--- src/hw/mrom_pkg.sv ---
package mrom_pkg;
	// ----------------------------------------------------------------
	// Bus geometry
	// ----------------------------------------------------------------
	localparam int unsigned ADDR_W      = 16;
	localparam int unsigned BYTE_W      = 8;
	localparam int unsigned HI_LSB      = 8;
	localparam int unsigned LO_LSB      = 0;
	// ----------------------------------------------------------------
	// Strobe timing: least widths, rounded up to cycles of 20 ns
	// ----------------------------------------------------------------
	localparam int unsigned CLK_PERIOD_NS  = 20;
	localparam int unsigned STB_WIDTH_NS   = 300;
	localparam int unsigned ADDR_SETUP_NS  = 300;
	localparam int unsigned ACCESS_NS      = 1000;
	localparam int unsigned STB_CYC   = (STB_WIDTH_NS + CLK_PERIOD_NS - 1) / CLK_PERIOD_NS;
	localparam int unsigned SETUP_CYC = (ADDR_SETUP_NS + CLK_PERIOD_NS - 1) / CLK_PERIOD_NS;
	localparam int unsigned ACC_CYC   = (ACCESS_NS + CLK_PERIOD_NS - 1) / CLK_PERIOD_NS;
	localparam int unsigned CNT_W     = 8;
	localparam logic [CNT_W-1:0] CNT_ZERO = 8'h00;
	localparam logic [CNT_W-1:0] CNT_ONE  = 8'h01;
	// ----------------------------------------------------------------
	// Sequencer states
	// ----------------------------------------------------------------
	typedef enum logic [2:0] {
		ST_IDLE  = 3'b000,
		ST_SETUP = 3'b001,
		ST_STB   = 3'b010,
		ST_LOW   = 3'b011,
		ST_READ  = 3'b100
	} mrom_state_e;
endpackage : mrom_pkg

--- src/hw/mrom_sync_if.sv ---
`timescale 1ns/10ps
// Synchronised pin levels handed from the input stage to the sequencer
interface mrom_sync_if;
	logic [7:0] data;
	logic       chain;
	modport src (output data, output chain);
	modport dst (input data, input chain);
endinterface : mrom_sync_if

--- src/hw/mrom_host.sv ---
`timescale 1ns/10ps
// Notes on behaviour
// RULE1 - Host drives the address high byte on the muxed lines while the strobe is active.
// RULE2 - Device latches the high byte on the strobe's trailing edge for the access.
// RULE3 - Only three latched high bits feed the device's region decode.
// RULE4 - After the strobe ends the host puts the low address byte on the lines.
// RULE5 - Device drives its eight data lines only in an enabled read, else floats.
// RULE6 - Chip selects choose the device; read enable opens its data outputs.
// RULE7 - Each chip-select active level is a per-device mask constant.
// RULE8 - Chain output is high when selected or chain input high, else low.
// RULE9 - Chained outputs link device to device; the last disables RAM.
// RULE10 - Select sense and address region are per-device mask constants.
// RULE11 - Inside any ROM region the ROM answers and RAM is disabled.
// RULE12 - Latched high bits are compared with a mask value: one 4096-byte area in each 32768-byte half of the address space.
// RULE13 - Data is driven only when both selects, read and region match agree.
// RULE14 - Word index uses latched high bits plus the live low byte.
module mrom_host
	import mrom_pkg::*;
#(
	parameter bit CS1_ACTIVE_HIGH = 1'b1,
	parameter bit CS2_ACTIVE_HIGH = 1'b1
)
(
	input  wire logic              ref_clk_i,
	input  wire logic              rst_b_i,
	input  wire logic              clk_en_i,
	input  wire logic              req_i,
	input  wire logic [ADDR_W-1:0] req_addr_i,
	output logic                   busy_o,
	output logic                   rsp_valid_o,
	output logic [BYTE_W-1:0]      rsp_data_o,
	output logic                   rsp_rom_o,
	output logic [BYTE_W-1:0]      muxed_address_lines_o,
	output logic                   address_latch_strobe_o,
	output logic                   memory_read_enable_o,
	output logic                   cs1_o,
	output logic                   cs2_o,
	input  wire logic [BYTE_W-1:0] data_bus_i,
	output logic [BYTE_W-1:0]      data_bus_o,
	output logic                   data_bus_oe_o,
	input  wire logic              chain_enable_output_i
);
	mrom_sync_if sy ();

	mrom_state_e      state_q;
	logic [CNT_W-1:0] cnt_q;
	logic [ADDR_W-1:0] addr_q;

	mrom_sync u_sync (
		.ref_clk_i   (ref_clk_i),
		.rst_b_i     (rst_b_i),
		.clk_en_i    (clk_en_i),
		.data_pin_i  (data_bus_i),
		.chain_pin_i (chain_enable_output_i), // RULE9
		.sy          (sy)
	);

	// ----------------------------------------------------------------
	// Access sequencer
	// ----------------------------------------------------------------
	// Counter gives each phase its least duration; the read phase waits the full
	// access time because the device answers combinationally with no ready line.
	always_ff @(posedge ref_clk_i)
	begin
		if (!rst_b_i)
		begin
			state_q <= ST_IDLE;
			cnt_q   <= CNT_ZERO;
			addr_q  <= '0;
		end
		else if (clk_en_i)
		begin
			case (state_q)
				ST_IDLE:
				begin
					if (req_i)
					begin
						addr_q  <= req_addr_i;
						cnt_q   <= CNT_W'(SETUP_CYC);
						state_q <= ST_SETUP;
					end
				end
				ST_SETUP:
				begin
					if (cnt_q == CNT_ONE)
					begin
						cnt_q   <= CNT_W'(STB_CYC);
						state_q <= ST_STB;
					end
					else
						cnt_q <= cnt_q - CNT_ONE;
				end
				ST_STB:
				begin
					if (cnt_q == CNT_ONE)
					begin
						cnt_q   <= CNT_ONE;
						state_q <= ST_LOW;
					end
					else
						cnt_q <= cnt_q - CNT_ONE;
				end
				ST_LOW:
				begin
					cnt_q   <= CNT_W'(ACC_CYC + 2);
					state_q <= ST_READ;
				end
				ST_READ:
				begin
					if (cnt_q == CNT_ONE)
						state_q <= ST_IDLE;
					else
						cnt_q <= cnt_q - CNT_ONE;
				end
				default:
					state_q <= ST_IDLE;
			endcase
		end
	end

	// ----------------------------------------------------------------
	// Pin drive
	// ----------------------------------------------------------------
	// Selects are driven active throughout the access with their mask sense
	always_ff @(posedge ref_clk_i)
	begin
		if (!rst_b_i)
		begin
			muxed_address_lines_o  <= '0;
			address_latch_strobe_o <= 1'b0;
			memory_read_enable_o   <= 1'b0;
			cs1_o                  <= ~CS1_ACTIVE_HIGH;
			cs2_o                  <= ~CS2_ACTIVE_HIGH;
		end
		else if (clk_en_i)
		begin
			case (state_q)
				ST_IDLE:
				begin
					memory_read_enable_o <= 1'b0;
					cs1_o                <= ~CS1_ACTIVE_HIGH;
					cs2_o                <= ~CS2_ACTIVE_HIGH;
					if (req_i)
						muxed_address_lines_o <= req_addr_i[HI_LSB +: BYTE_W]; // RULE1
				end
				ST_SETUP:
				begin
					cs1_o <= CS1_ACTIVE_HIGH; // RULE7
					cs2_o <= CS2_ACTIVE_HIGH; // RULE7
					if (cnt_q == CNT_ONE)
						address_latch_strobe_o <= 1'b1; // RULE1
				end
				ST_STB:
				begin
					if (cnt_q == CNT_ONE)
						address_latch_strobe_o <= 1'b0;
				end
				// Low byte waits a cycle after the strobe falls, so the latch never sees it change
				ST_LOW:
					muxed_address_lines_o <= addr_q[LO_LSB +: BYTE_W]; // RULE4
				// Read enable opens only once the low byte has settled
				ST_READ:
				begin
					if (cnt_q == CNT_ONE)
					begin
						memory_read_enable_o <= 1'b0;
						cs1_o                <= ~CS1_ACTIVE_HIGH;
						cs2_o                <= ~CS2_ACTIVE_HIGH;
					end
					else
						memory_read_enable_o <= 1'b1; // RULE6
				end
				default:
					address_latch_strobe_o <= 1'b0;
			endcase
		end
	end

	// ----------------------------------------------------------------
	// Data bus and answer
	// ----------------------------------------------------------------
	// Host never drives the shared data lines during a read cycle
	always_ff @(posedge ref_clk_i)
	begin
		if (!rst_b_i)
		begin
			data_bus_o    <= '0;
			data_bus_oe_o <= 1'b0;
			rsp_valid_o   <= 1'b0;
			rsp_data_o    <= '0;
			rsp_rom_o     <= 1'b0;
			busy_o        <= 1'b0;
		end
		else if (clk_en_i)
		begin
			data_bus_o    <= '0;
			data_bus_oe_o <= 1'b0; // RULE5
			rsp_valid_o   <= 1'b0;
			busy_o        <= (state_q != ST_IDLE) || req_i;
			if (state_q == ST_READ && cnt_q == CNT_ONE)
			begin
				rsp_valid_o <= 1'b1;
				rsp_data_o  <= sy.data; // RULE13
				rsp_rom_o   <= sy.chain; // RULE11
				busy_o      <= 1'b0;
			end
		end
	end

	// ----------------------------------------------------------------
	// Assertions
	// ----------------------------------------------------------------
	property p_strobe_hi_byte;
		@(posedge ref_clk_i) disable iff (!rst_b_i)
		address_latch_strobe_o |-> muxed_address_lines_o == addr_q[HI_LSB +: BYTE_W];
	endproperty
	a_strobe_hi_byte: assert property (p_strobe_hi_byte) else $error("strobe without high byte"); // RULE1

	property p_low_after_strobe;
		@(posedge ref_clk_i) disable iff (!rst_b_i)
		$fell(address_latch_strobe_o) && clk_en_i |=> muxed_address_lines_o == addr_q[LO_LSB +: BYTE_W];
	endproperty
	a_low_after_strobe: assert property (p_low_after_strobe) else $error("low byte missing after strobe"); // RULE4

	property p_no_drive;
		@(posedge ref_clk_i) disable iff (!rst_b_i)
		memory_read_enable_o |-> !data_bus_oe_o;
	endproperty
	a_no_drive: assert property (p_no_drive) else $error("host drives bus during read"); // RULE5

	property p_read_selected;
		@(posedge ref_clk_i) disable iff (!rst_b_i)
		memory_read_enable_o |-> cs1_o == CS1_ACTIVE_HIGH && cs2_o == CS2_ACTIVE_HIGH;
	endproperty
	a_read_selected: assert property (p_read_selected) else $error("read without selects"); // RULE6

	property p_sel_sense;
		@(posedge ref_clk_i) disable iff (!rst_b_i)
		state_q == ST_IDLE && $past(state_q) == ST_IDLE |-> cs1_o == ~CS1_ACTIVE_HIGH;
	endproperty
	a_sel_sense: assert property (p_sel_sense) else $error("select active while idle"); // RULE7

	property p_rsp_timing;
		@(posedge ref_clk_i) disable iff (!rst_b_i)
		$rose(memory_read_enable_o) && clk_en_i |-> ##[1:300] rsp_valid_o;
	endproperty
	a_rsp_timing: assert property (p_rsp_timing) else $error("answer late"); // RULE13

	property p_strobe_width;
		@(posedge ref_clk_i) disable iff (!rst_b_i)
		$rose(address_latch_strobe_o) && clk_en_i |-> address_latch_strobe_o [*8];
	endproperty
	a_strobe_width: assert property (p_strobe_width) else $error("strobe too short"); // RULE1

	property p_rsp_pulse;
		@(posedge ref_clk_i) disable iff (!rst_b_i)
		rsp_valid_o |=> !rsp_valid_o;
	endproperty
	a_rsp_pulse: assert property (p_rsp_pulse) else $error("answer held"); // RULE11

	c_read: cover property (@(posedge ref_clk_i) disable iff (!rst_b_i) rsp_valid_o);
	c_rom_hit: cover property (@(posedge ref_clk_i) disable iff (!rst_b_i) rsp_valid_o && rsp_rom_o);
	c_ram_hit: cover property (@(posedge ref_clk_i) disable iff (!rst_b_i) rsp_valid_o && !rsp_rom_o);
endmodule : mrom_host

--- src/hw/mrom_sync.sv ---
`timescale 1ns/10ps
module mrom_sync
	import mrom_pkg::*;
(
	input  wire logic              ref_clk_i,
	input  wire logic              rst_b_i,
	input  wire logic              clk_en_i,
	input  wire logic [BYTE_W-1:0] data_pin_i,
	input  wire logic              chain_pin_i,
	mrom_sync_if.src               sy
);
	logic [BYTE_W:0] meta_q;
	logic [BYTE_W:0] stab_q;

	// ----------------------------------------------------------------
	// Two-stage synchroniser; first stage feeds only the second
	// ----------------------------------------------------------------
	always_ff @(posedge ref_clk_i)
	begin
		if (!rst_b_i)
		begin
			meta_q <= '0;
			stab_q <= '0;
		end
		else if (clk_en_i)
		begin
			meta_q <= {chain_pin_i, data_pin_i};
			stab_q <= meta_q;
		end
	end

	assign sy.data  = stab_q[BYTE_W-1:0];
	assign sy.chain = stab_q[BYTE_W];
endmodule : mrom_sync

--- config.mk ---
export PLATFORM = sky130hd
export DESIGN_NAME = mrom_host
export DESIGN_NICKNAME = d
export VERILOG_FILES = /design/src/hw/mrom_pkg.sv /design/src/hw/mrom_sync_if.sv /design/src/hw/mrom_host.sv /design/src/hw/mrom_sync.sv
export SDC_FILE = /design/constraint.sdc
export NUM_CORES = 1
export LEC_CHECK = 0
export BUFFER_PORTS_ARGS = -buffer_cell sky130_fd_sc_hd__buf_2
export CAP_MARGIN = 20
export CORE_MARGIN = 2
export CORE_UTILIZATION = 27
export DETAILED_ROUTE_END_ITERATION = 8
export HOLD_SLACK_MARGIN = 0.15
export MAX_ROUTING_LAYER = met4
export SETUP_SLACK_MARGIN = 0.4
export SYNTH_ARGS = -nofsm -noshare
export SYNTH_HDL_FRONTEND = slang
export SYNTH_SLANG_ARGS = --single-unit
--- constraint.sdc ---
create_clock -name ref_clk_i -period 1.5 [get_ports ref_clk_i]
set_input_delay 0.3 -clock ref_clk_i [delete_from_list [all_inputs] [get_ports ref_clk_i]]
set_output_delay 0.3 -clock ref_clk_i [all_outputs]
set_load 0.02 [all_outputs]
==> impl_metrics.env <==
export IMPL_postSynth_topFlopCell="sky130_fd_sc_hd__dfxtp_1"
export IMPL_holdCritPathClass="in2reg"
export IMPL_layout_area_overhead_vs_synth_pct=46.62
export IMPL_async_flop_share_pct=0
export IMPL_grtUsageMet1_pct=16.25
export IMPL_postLayoutSetupSlackWorst_ns=-0.1313
export IMPL_globalRoute_busiestLayer="met2"
export IMPL_cp_startpoint="cnt_q[1]$_SDFFE_PN0P_"
export IMPL_core_area_um2=10700
export IMPL_power_switching_share_pct=30.32
export IMPL_detail_route_vias_per_cell=4.598
export IMPL_worstPathRequired_ns=1.73
export IMPL_violations="negative setup slack"
export IMPL_maxSlewViolCount=0
export IMPL_detail_route_iter0_violations=73
export IMPL_timing_max_cap_violations=0
export IMPL_switching_pwr_w=0.001223
export IMPL_power_frac_comb_pct=23.9
export IMPL_worstPathArrival_ns=1.86
export IMPL_synthesis_instances=315
export IMPL_post_route_cells_drive_above_1_share_pct=46.35
export IMPL_hold_ws_ns=0.2153
export IMPL_max_vdd_ir_drop_mv=0.5066
export IMPL_p_clk_share_pct=33.6
export IMPL_largest_net_degree_at_the_start_of_global_routing=27
export IMPL_design_die_area_um2=11680
export IMPL_sequentialPowerShare_pct=42.5
export IMPL_port_buffers=51
export IMPL_post_synthesis_sequential_element_count=59
export IMPL_fillCellCount=1069
export IMPL_number_of_antenna_violations_at_the_first_check_in_global_routing=0
export IMPL_drt_wirelength_per_cell_um=12.78
export IMPL_power_density_cell_area_nw_per_um2=940.2
export IMPL_cts_num_sinks=59
export IMPL_final_antenna_net_count=0
export IMPL_dp_final_hpwl_um=5029
export IMPL_finClkSkew_ns=0.006974
export IMPL_fin_nets=451
export IMPL_gr_usage_met2_pct=21.65
export IMPL_pin_count=61
export IMPL_period_needed_ns=1.631
export IMPL_die_w_um=108.1
export IMPL_timing_critical_path_to_type="flop"
export IMPL_detailroute_via_count=2598
export IMPL_grt_total_usage_pct=13.28
export IMPL_cts_made_buffers=9
export IMPL_count_of_different_cell_masters_after_synthesis=48
export IMPL_most_frequently_used_cell_type_in_the_post_synthesis_netlist="sky130_fd_sc_hd__dfxtp_1"
export IMPL_number_of_global_route_vias_before_repair=2561
export IMPL_timing_critical_path_fanout_max=7
export IMPL_max_clock_path_buffers=2
export IMPL_p_int_w=0.002810
export IMPL_hold_viol_final=0
export IMPL_placed_cell_area_um2=3580
export IMPL_synth_top_cells_by_count="sky130_fd_sc_hd__dfxtp_1, sky130_fd_sc_hd__nor2b_1, sky130_fd_sc_hd__mux2i_1, sky130_fd_sc_hd__nand2_1, sky130_fd_sc_hd__nand3_1"
export IMPL_rr_startpoint="cnt_q[1]$_SDFFE_PN0P_"
export IMPL_syn_cell_area_um2=2925
export IMPL_sequential_to_total_area_share_from_yosys_stat_pct=40.38
export IMPL_wire_length_of_the_first_global_routing_pass_um=12100
export IMPL_num_antenna_cells=0
export IMPL_fin_crit_sh_pct=108.8
export IMPL_synth_area_leaders="sky130_fd_sc_hd__dfxtp_1, sky130_fd_sc_hd__mux2i_1, sky130_fd_sc_hd__nor2b_1"
export IMPL_global_route_usage_met3_pct=2.833
export IMPL_yosys_warnings=0
export IMPL_synthesis_area_per_instance_um2=9.287
export IMPL_synth_edff_count=0
export IMPL_start_point_of_the_worst_hold_path="req_addr_i[5]"
export IMPL_gp_routability_congestion=0.8720
export IMPL_fmaxAchievable_ghz=0.6130
export IMPL_run_status="finished with violations"
export IMPL_die_height_um=108.1
export IMPL_clock_tree_from_tritoncts="yes"
export IMPL_synth_largest_area_cell="sky130_fd_sc_hd__dfxtp_1"
export IMPL_critical_setup_path_kind="reg2reg"
export IMPL_total_number_of_placement_rows=38
export IMPL_final_design_area_no_fill_um2=4289
export IMPL_initial_core_utilization_pct=27.35
export IMPL_static_leakage_power_nw=1.978
export IMPL_grt_remaining_overflow=0
export IMPL_post_route_drc_count=0
export IMPL_cts_reportedPaths_clkPinSlew_ns=0.07
export IMPL_unrepaired_setup_endpoints_after_global_routing="true"
export IMPL_drtPass1Iterations=4
export IMPL_setup_violations=21
export IMPL_start_kind="flop"
export IMPL_worst_skew_pair_late_latency_ns=0.34
export IMPL_cts_htree_levels=3
export IMPL_routed_wirelength_um=7219
export IMPL_ctsRootBufferMaster="sky130_fd_sc_hd__clkbuf_8"
export IMPL_netlist_area_leader_share_pct=40.38
[state kept, by name, summed over array words and instances, names as in the netlist]
name,flops
u_sync.meta_q,9
cnt_q,8
muxed_address_lines_o,8
state_q,3
cs2_o,1
addr_q,8
busy_o,1
u_sync.stab_q,9
address_latch_strobe_o,1
rsp_data_o,8
memory_read_enable_o,1
rsp_valid_o,1
rsp_rom_o,1
[placed cells by master, fill, tap and decap left out, types with 8 or more instances in the layout]
| master | instances |
|---|---|
| sky130_fd_sc_hd__nand3_1 | 10 |
| sky130_fd_sc_hd__dfxtp_1 | 33 |
| sky130_fd_sc_hd__mux2i_1 | 35 |
| sky130_fd_sc_hd__buf_4 | 57 |
| sky130_fd_sc_hd__buf_2 | 28 |
| sky130_fd_sc_hd__nand3_2 | 9 |
| sky130_fd_sc_hd__dfxtp_2 | 23 |
| sky130_fd_sc_hd__a21oi_1 | 8 |
| sky130_fd_sc_hd__buf_6 | 27 |
| sky130_fd_sc_hd__conb_1 | 9 |
| sky130_fd_sc_hd__nor2_1 | 10 |
| sky130_fd_sc_hd__o211a_1 | 9 |
| sky130_fd_sc_hd__nand2_1 | 27 |
| sky130_fd_sc_hd__nor2b_1 | 36 |
| sky130_fd_sc_hd__clkbuf_8 | 10 |
[timing repair]
action	4_1_cts	5_1_grt
pin swaps	16	8
cloned	1	0
setup endpoints to repair	64	69
setup buffers	15	8
gates resized for setup	93	4
hold buffers	0	0
[through the flow]
step | setup TNS [ns] | power [W] | setup slack, ns | cells | util, %
floorplan | -0.001656 | 0.002265 | -0.001656 | 323 | -
global placement | -1.162 | 0.002504 | -0.1082 | 525 | 33.46
detailed placement | -2.209 | 0.002513 | -0.1435 | 525 | 33.46
CTS | -1.524 | 0.004052 | -0.1116 | 557 | 39.37
global route | -4.119 | 0.004242 | -0.2180 | 565 | 40.09
finish | -1.559 | 0.004033 | -0.1313 | 565 | 40.09
[final timing paths]
| path | cells past startpoint | end | slack, ns |
|---|---|---|---|
| hold / removal | 3 | addr_q[5]$_SDFFE_PN0P_ | 0.22 |
| setup reg to reg | 7 | cnt_q[7]$_SDFFE_PN0P_ | -0.13 |
| setup / recovery | 7 | cnt_q[7]$_SDFFE_PN0P_ | -0.13 |
| hold reg to reg | 2 | memory_read_enable_o$_SDFFE_PN0P_ | 0.49 |
[power groups by stage]
stage / combinational (W) / sequential, W / clock (W)
after floorplan: 0.000505 / 0.00176 / 0
after global routing: 0.00105 / 0.00172 / 0.00147
final: 0.000965 / 0.00171 / 0.00136
after detailed placement: 0.000772 / 0.00174 / 0
after global placement: 0.000766 / 0.00174 / 0
after CTS: 0.000937 / 0.00171 / 0.00140
[final cells by class]
type                            instances  area, um^2  area share (%)
Multi-Input combinational cell        227        1723           40.17
Sequential cell                        59        1221           28.47
Timing Repair Buffer                  116       959.7           22.37
Tap cell                              140       175.2           4.084
Clock buffer                           10       137.6           3.209
Clock inverter                          6       46.29           1.079
Inverter                                7       26.28          0.6126
[worst max-delay path, cell delays in order, from the launching register on]
cell and delay, ns:
sky130_fd_sc_hd__dfxtp_2 0.33, sky130_fd_sc_hd__inv_2 0.06, sky130_fd_sc_hd__ha_4 0.11, sky130_fd_sc_hd__nor3b_4 0.22
sky130_fd_sc_hd__and2_4 0.26, sky130_fd_sc_hd__a2bb2oi_4 0.26, sky130_fd_sc_hd__nor3_2 0.08, sky130_fd_sc_hd__a32o_1 0.20
[cells by family after synthesis]
| family | after synthesis | share of synthesized area, % |
|---|---|---|
| buffers and inverters | 37 | 7.998 |
| other | 1 | 0.1282 |
| XOR/XNOR | 3 | 0.8984 |
| flip-flops | 59 | 40.38 |
| multiplexers | 36 | 12.32 |
| AND/OR/NAND/NOR | 120 | 22.63 |
| adder cells (fa/ha/maj) | 2 | 0.8553 |
| AO/OA/AOI/OAI | 57 | 14.80 |
[layer usage]
layer,vias to the layer above,wire length (um)
li1,1293,-
met2,63,3503
met4,0,105
met3,10,285
met5,-,0
met1,1232,3325
No activity file was read; power rests on OpenSTA's default activity.
